`src/design/tgcw_pkg.sv`:
```
package tgcw_pkg;

    // ------------------------------------------------------------
    // Control word location and layout
    // ------------------------------------------------------------
    localparam logic [15:0] TGCW_WORD_PTR = 16'h9e00;      // User-bank word pointer
    localparam logic [15:0] TGCW_RESET_VALUE = 16'h0000;   // After power loss or brown-out
    localparam int TGCW_NUM_OUT = 3;                       // Output pins
    localparam int TGCW_IN_EN_BIT = 15;                    // Input pin function enable
    localparam int TGCW_OUT_EN_LSB = 12;                   // Output enables 14:12
    localparam int TGCW_RSVD_LSB = 8;                      // Reserved 11:8
    localparam int TGCW_RSVD_MSB = 11;
    localparam int TGCW_IN_MASK_BIT = 7;                   // Update mask for input pin
    localparam int TGCW_OUT_MASK_LSB = 4;                  // Update masks 6:4
    localparam int TGCW_IN_DATA_BIT = 3;                   // Input data bit
    localparam int TGCW_OUT_DATA_LSB = 0;                  // Output data 2:0

    // ------------------------------------------------------------
    // Command port carrier
    // ------------------------------------------------------------
    typedef struct packed {
        logic write;          // Write command strobe
        logic read;           // Read command strobe
        logic [15:0] addr;    // Word pointer
        logic [15:0] data;    // Write data
    } tgcw_cmd_s;

    typedef struct packed {
        logic valid;          // Answer strobe
        logic hit;            // Command addressed the control word
        logic [15:0] data;    // Read data, zero for writes and misses
    } tgcw_rsp_s;

    // Command sequencer states
    typedef enum logic [2:0] {
        TGCW_IDLE = 3'b001,
        TGCW_WRITE = 3'b010,
        TGCW_READ = 3'b100
    } tgcw_state_e;

endpackage

```
`src/design/tgcw_out_cell.sv`:
```
`timescale 1ns/1ps

// One three-state output pin with its enable and stored level
module tgcw_out_cell (
    input wire logic refClk,     // Tag clock
    input wire logic clear,      // Synchronous clear to reset value
    input wire logic wrStb,      // Apply a write this cycle
    input wire logic maskBit,    // Update mask for this pin
    input wire logic enBit,      // Written function enable
    input wire logic datBit,     // Written output data
    output logic fnEn,           // Stored function enable
    output logic readBit,        // Data bit as returned on read
    output logic pinOut,         // Pin level
    output logic pinOeN          // Pin enable, low while driving
);

    logic enReg, enNext;
    logic datReg, datNext;
    logic pinReg, pinNext;
    logic oeNReg, oeNNext;

    // ------------------------------------------------------------
    // Next state of enable, data and pin
    // ------------------------------------------------------------
    always_comb begin
        enNext = enReg;
        datNext = datReg;
        if (wrStb && maskBit) begin
            enNext = enBit;
            datNext = enBit ? datBit : 1'b0;       // Data is don't-care when disabled
        end                                        // Mask clear keeps both
        pinNext = enNext & datNext;
        oeNNext = ~enNext;                         // Hi-Z while disabled
    end

    // Registers only
    always_ff @(posedge refClk) begin
        if (clear) begin
            enReg <= 1'b0;
            datReg <= 1'b0;
            pinReg <= 1'b0;
            oeNReg <= 1'b1;
        end else begin
            enReg <= enNext;
            datReg <= datNext;
            pinReg <= pinNext;
            oeNReg <= oeNNext;
        end
    end

    assign fnEn = enReg;
    assign readBit = enReg & datReg;               // Zero while disabled
    assign pinOut = pinReg;
    assign pinOeN = oeNReg;

endmodule

```
`src/design/tgcw_in_cell.sv`:
```
`timescale 1ns/1ps

// External input pin gate with a software test value
module tgcw_in_cell (
    input wire logic refClk,     // Tag clock
    input wire logic clear,      // Synchronous clear to reset value
    input wire logic wrStb,      // Apply a write this cycle
    input wire logic maskBit,    // Update mask for the input pin
    input wire logic enBit,      // Written function enable
    input wire logic datBit,     // Written test value
    input wire logic pinIn,      // External input level
    output logic fnEn,           // Stored function enable
    output logic readBit         // Bit as returned on read
);

    logic enReg, enNext;
    logic datReg, datNext;
    logic pinReg;

    // ------------------------------------------------------------
    // Enable and test value update
    // ------------------------------------------------------------
    always_comb begin
        enNext = enReg;
        datNext = datReg;
        if (wrStb && maskBit) begin
            enNext = enBit;
            if (!enBit) begin
                datNext = datBit;                  // Test value only when gated off
            end                                    // Written value ignored when enabled
        end                                        // Mask clear keeps both
    end

    // Registers; pin sampled every cycle, inputs are synchronous
    always_ff @(posedge refClk) begin
        if (clear) begin
            enReg <= 1'b0;
            datReg <= 1'b0;
            pinReg <= 1'b0;
        end else begin
            enReg <= enNext;
            datReg <= datNext;
            pinReg <= pinIn;
        end
    end

    assign fnEn = enReg;
    assign readBit = enReg ? pinReg : datReg;

endmodule

```
`src/design/tgcw_control_word.sv`:
```
// Summary of operation
// Bits 11 to 8 of the control word always read as zero.
// The update-mask field, bits 7 to 4, always reads as zero and is never stored.
// On a write the update-mask bits pick which pin enables and data bits are loaded.
// With the input pin gated off, bit 3 reads back the value last written as a test value.
// With the input pin enabled, bit 3 reads the live level of the external input pin.
// A disabled output pin stays high-impedance and its data bit reads zero.
// An enabled output pin drives its stored level and reads back that level.
// A clear update-mask bit leaves that pin's enable and data unchanged.
// A set update-mask bit loads that pin's enable and data from the written word.
// With the input pin enabled, the written input data is disregarded.
// Don't-care written fields affect neither stored state nor read value.
// The word is reached by Read and Write at one fixed location and clears to zero on reset.
// Bit 15 enables the input pin, bits 14 to 12 enable output pins 2 to 0, 7 to 4 are masks.
`timescale 1ns/1ps

module tgcw_control_word
    import tgcw_pkg::*;
#(
    parameter int NUM_OUT = TGCW_NUM_OUT       // Number of output pins
) (
    input wire logic ref_clk,                  // Tag clock, 25 MHz
    input wire logic srst,                     // Synchronous reset, active high
    input wire logic lowVoltRst,               // Brown-out reset from power monitor
    input wire tgcw_cmd_s cmdIn,               // Read and Write commands
    input wire logic intPin,                   // External input pin level
    output tgcw_rsp_s rspOut,                  // Command answer
    output logic cmdBusy,                      // High while a command is in progress
    output logic [NUM_OUT-1:0] comOut,         // Output pin levels
    output logic [NUM_OUT-1:0] comOeN,         // Output pin enables, low while driving
    output logic inputEnabled                  // Input pin function enable state
);

    // ------------------------------------------------------------
    // Declarations
    // ------------------------------------------------------------
    tgcw_state_e stateReg, stateNext;
    logic [15:0] wrDataReg, wrDataNext;
    logic hitReg, hitNext;
    tgcw_rsp_s rspReg, rspNext;
    logic busyReg, busyNext;
    logic inEnOutReg;
    logic clear;
    logic wrStb;
    logic cmdHit;
    logic [NUM_OUT-1:0] outFnEn;
    logic [NUM_OUT-1:0] outReadBit;
    logic inFnEn;
    logic inReadBit;
    logic [15:0] readWord;

    // Power loss and brown-out both return the word to its reset value
    assign clear = srst | lowVoltRst;

    // Only the fixed word location is decoded
    assign cmdHit = (cmdIn.addr == TGCW_WORD_PTR);

    // Apply the captured write while in the write state
    assign wrStb = (stateReg == TGCW_WRITE) && hitReg;

    // ------------------------------------------------------------
    // Command sequencer
    // ------------------------------------------------------------
    // Commands arriving while busy are dropped; the reader side
    // never issues back-to-back commands faster than one per answer.
    always_comb begin
        stateNext = stateReg;
        wrDataNext = wrDataReg;
        hitNext = hitReg;
        rspNext = '0;
        busyNext = busyReg;
        case (stateReg)
            TGCW_IDLE: begin
                if (cmdIn.write) begin
                    stateNext = TGCW_WRITE;
                    wrDataNext = cmdIn.data;
                    hitNext = cmdHit;
                    busyNext = 1'b1;
                end else if (cmdIn.read) begin
                    stateNext = TGCW_READ;
                    hitNext = cmdHit;
                    busyNext = 1'b1;
                end
            end
            TGCW_WRITE: begin
                rspNext.valid = 1'b1;
                rspNext.hit = hitReg;
                stateNext = TGCW_IDLE;
                busyNext = 1'b0;
            end
            TGCW_READ: begin
                rspNext.valid = 1'b1;
                rspNext.hit = hitReg;
                rspNext.data = hitReg ? readWord : 16'h0000;
                stateNext = TGCW_IDLE;
                busyNext = 1'b0;
            end
            default: begin
                stateNext = TGCW_IDLE;
                busyNext = 1'b0;
            end
        endcase
    end

    // Sequencer registers
    always_ff @(posedge ref_clk) begin
        if (clear) begin
            stateReg <= TGCW_IDLE;
            wrDataReg <= TGCW_RESET_VALUE;
            hitReg <= 1'b0;
            rspReg <= '0;
            busyReg <= 1'b0;
            inEnOutReg <= 1'b0;
        end else begin
            stateReg <= stateNext;
            wrDataReg <= wrDataNext;
            hitReg <= hitNext;
            rspReg <= rspNext;
            busyReg <= busyNext;
            inEnOutReg <= inFnEn;
        end
    end

    // ------------------------------------------------------------
    // Input pin
    // ------------------------------------------------------------
    tgcw_in_cell u_in (
        .refClk(ref_clk),
        .clear(clear),
        .wrStb(wrStb),
        .maskBit(wrDataReg[TGCW_IN_MASK_BIT]),
        .enBit(wrDataReg[TGCW_IN_EN_BIT]),
        .datBit(wrDataReg[TGCW_IN_DATA_BIT]),
        .pinIn(intPin),
        .fnEn(inFnEn),
        .readBit(inReadBit)
    );

    // ------------------------------------------------------------
    // Output pins
    // ------------------------------------------------------------
    for (genvar i = 0; i < NUM_OUT; i++) begin : g_out
        tgcw_out_cell u_out (
            .refClk(ref_clk),
            .clear(clear),
            .wrStb(wrStb),
            .maskBit(wrDataReg[TGCW_OUT_MASK_LSB + i]),
            .enBit(wrDataReg[TGCW_OUT_EN_LSB + i]),
            .datBit(wrDataReg[TGCW_OUT_DATA_LSB + i]),
            .fnEn(outFnEn[i]),
            .readBit(outReadBit[i]),
            .pinOut(comOut[i]),
            .pinOeN(comOeN[i])
        );
    end

    // ------------------------------------------------------------
    // Read word assembly
    // ------------------------------------------------------------
    // Masks and reserved field are never stored, so they read zero
    always_comb begin
        readWord = 16'h0000;
        readWord[TGCW_IN_EN_BIT] = inFnEn;
        readWord[TGCW_IN_DATA_BIT] = inReadBit;
        for (int k = 0; k < NUM_OUT; k++) begin
            readWord[TGCW_OUT_EN_LSB + k] = outFnEn[k];
            readWord[TGCW_OUT_DATA_LSB + k] = outReadBit[k];
        end
    end

    // ------------------------------------------------------------
    // Outputs
    // ------------------------------------------------------------
    assign rspOut = rspReg;
    assign cmdBusy = busyReg;
    assign inputEnabled = inEnOutReg;

endmodule

```
`config.mk`:
```
export PLATFORM = sky130hd
export DESIGN_NAME = tgcw_control_word
export DESIGN_NICKNAME = d
export VERILOG_FILES = /design/src/design/tgcw_pkg.sv /design/src/design/tgcw_out_cell.sv /design/src/design/tgcw_in_cell.sv /design/src/design/tgcw_control_word.sv
export SDC_FILE = /design/constraint.sdc
export NUM_CORES = 1
export LEC_CHECK = 0
export ABC_AREA = 1
export BUFFER_PORTS_ARGS = -buffer_cell sky130_fd_sc_hd__clkbuf_2
export CELL_PAD_IN_SITES_DETAIL_PLACEMENT = 1
export CELL_PAD_IN_SITES_GLOBAL_PLACEMENT = 2
export CORE_ASPECT_RATIO = 1.5
export CORE_MARGIN = 2
export CORE_UTILIZATION = 27
export CTS_CLUSTER_DIAMETER = 50
export DETAILED_ROUTE_END_ITERATION = 6
export GPL_TIMING_DRIVEN = 0
export PLACE_DENSITY = 0.8
export SYNTH_ARGS = -nofsm -noshare
export SYNTH_HDL_FRONTEND = slang
export SYNTH_SLANG_ARGS = --single-unit
```
`constraint.sdc`:
```
create_clock -name ref_clk -period 1.2 [get_ports ref_clk]
set_input_delay 0.06 -clock ref_clk [delete_from_list [all_inputs] [get_ports ref_clk]]
set_output_delay 0.06 -clock ref_clk [all_outputs]
set_load 0.02 [all_outputs]
```
==> results.toml <==
[outcome]
status = "complete, no violations"

[cells_and_area]
drive_gt1_frac = 0.415
regArea_um2 = 863
multiInputGateArea_um2 = 718
nFillCells = 836
final_nets = 321
area_growth_pct = 27.1
stdcell_count = 360
final_util = 0.354
antenna_cells = 0

[timing]
skew_ns = 0.00421
fin_crit_sh = 0.938
finalMaxSlewViolations = 0
fin_setup_tns_ns = 0
max_freq_ghz = 0.888
worst_slack_ns = 0.0743
min_period_ns = 1.13
hold_viol = 0
setup_violations = 0

[route]
vias = 1526
drt_iter0_drc = 50
wirelength_mm = 4.11
vias_per_cell = 4.24
ant_nets = 0
dr.pass1.iters = 2
drc = 0
wl_per_cell_um = 11.4

[pwr]
p_per_area_nw_per_um2 = 1150
ir_drop_mv = 0.444
comb_power_share = 0.112
intPower_w = 0.00199
p_sw_w = 0.000661
sequentialPowerShare = 0.555
fin_total_pwr_w = 0.00265
leakage_nw = 1.04
power_frac_clock = 0.332
p_sw_frac = 0.250

[synth]
async_flop_share = 0
ys_warn_count = 0
synth.yosys.seq_area_share = 0.476
yosysMostFrequentCell = "dfxtp_1"
yosys.area.top_type_share = 0.476
netlist_instances = 218
syn-cell-area_um2 = 1810
synthFlopType = "dfxtp_1"
synth_common_cells = "43 x dfxtp_1, 32 x nor2_1, 27 x nand2_1"
synth_edf_count = 0
syn_area_per_cell_um2 = 8.29
synth-seq-cells = 43
synth_area_leaders = "dfxtp_1 48%, nor2_1 6.6%, buf_4 6.2%, nand2_1 5.6%, nand3_1 5.0%"
yosysTopAreaCell = "dfxtp_1"
yosysUniqueCellTypes = 24

[floorplan]
dieArea_um2 = 7380
dieWidth_um = 70.8
io_pins = 64
num_rows = 36
dieHeight_um = 104
start_util = 0.279
core_um2 = 6490

[job]
maxCapViolCount = 0

[grt]
grt_pass1_wl_mm = 7.07
grt_pass1_vias = 1624
grt_max_degree = 13
antenna_found_initial = 0
grt-ovfl-total = 0
grtUsageTotal = 0.119

[critical_path]
start_kind = "register"
crit_path_start = "stateReg[1]$_SDFFE_PP0P_"
criticalPathCategory = "reg2reg"
cp_max_fo = 10
required_ns = 1.43
crit_arrival_ns = 1.35
worst_setup_path_end_kind = "register"
timing.rr.start = "stateReg[1]$_SDFFE_PP0P_"

[cts]
numCtsBuffers = 5
clock_path_buffers = 2
htree_levels = 2
cts_setup_buffers = 0
clock-sinks = 43
root_buffer = "clkbuf_8"
clk_latency_ns = 0.29
path_clk_slew_ns = 0.08
tritoncts = "done"

[placement]
dp.cells = 351
gp_congestion = 0.755
io_buffers = 50
dpl.hpwl_mm = 3.23
pre_cts_ws_ns = 0.0230

[hold_path]
hp-start = "cmdIn[15]"
hp-class = "in2reg"
## cells in the final DEF (no fill, tap or decap), types with 2 or more instances in the layout
cell / n
nor2_1: 30
nand2_2: 11
clkbuf_2: 50
clkbuf_8: 5
nor2_2: 2
buf_4: 15
dfxtp_1: 41
clkbuf_1: 2
nand2_1: 27
inv_1: 22
conb_1: 8
nor3_1: 3
a21oi_2: 10
dfxtp_2: 2
inv_2: 3
nand3_1: 16
buf_6: 2
a21oi_1: 5
nand3_2: 6
inv_4: 3
nor2_4: 3
nand4_1: 9
## flip-flops by register name, indices dropped and copies added (netlist names), 3 cells and up, named ones only
register and count:
wrDataReg 12, g_out.u_out.datReg 3, rspOut 10, stateReg 3, g_out.u_out.pinOeN 3, g_out.u_out.pinOut 3
## worst paths after layout
| kind | endpoint | slack [ns] | depth (start not counted) |
|---|---|---|---|
| worst max-delay path | wrDataReg[5]$_SDFFE_PP0P_ | 0.07 | 6 |
| worst min register to register | rspOut[1]$_SDFF_PP0_ | 0.44 | 2 |
| worst max register to register | wrDataReg[5]$_SDFFE_PP0P_ | 0.07 | 6 |
| worst min-delay path | wrDataReg[15]$_SDFFE_PP0P_ | 0.01 | 3 |
## per-layer routing
layer,track usage,vias up,part of all wire
li1,-,792,-
met1,0.123,692,0.39
met2,0.222,37,0.54
met3,0.0300,5,0.046
met4,0.0485,0,0.018
met5,0,-,0
## cell type report
type	count	share of cell area
well taps	76	0.0414
clock inverters	1	0.00218
inverters	28	0.0490
clock buffers	7	0.0332
repair buffers	51	0.113
multi-input cells	134	0.312
plain buffers	20	0.0729
flip-flops and latches	43	0.376
## logic make-up after synthesis
kind of cell / count (synthesis) / share of synthesized area
and+or+nand+nor: 110 / 0.305
DFF: 43 / 0.476
AOI/OAI and AO/OA: 16 / 0.0650
buffers and inverters: 48 / 0.152
other: 1 / 0.00207
## what timing repair did
item	in CTS	in global routing
gates resized for setup	0	9
gates cloned	0	0
endpoints found under the hold margin	1	0
setup endpoints to repair	1	21
hold buffers	1	0
pin swaps	1	2
## stage by stage
stage / instance area [µm²] / hold WS (ns)
6_report: 2300 / 0.0114
5_1_grt: 2300 / 0.0127
4_1_cts: 2270 / 0.00444
3_5_place_dp: 2180 / 0.277
3_3_place_gp: 2180 / 0.266
2_1_floorplan: 1830 / 0.172
## worst max-delay path, stage by stage (launching register included)
cell and delay [ns]:
dfxtp_2 0.36, inv_4 0.08, nand3_2 0.11, inv_4 0.11, buf_6 0.14, nand3_2 0.09
a21oi_2 0.17
## power by group through the flow
| stage | sequential (W) | clock (W) | combinational [W] |
|---|---|---|---|
| after global routing | 0.00147 | 0.000975 | 0.000330 |
| after CTS | 0.00147 | 0.000913 | 0.000297 |
| final | 0.00147 | 0.000880 | 0.000298 |
| after floorplan | 0.00150 | 0 | 0.000199 |
| after global placement | 0.00150 | 0 | 0.000288 |
| after detailed placement | 0.00150 | 0 | 0.000293 |
No activity file was read; power rests on OpenSTA's default activity.
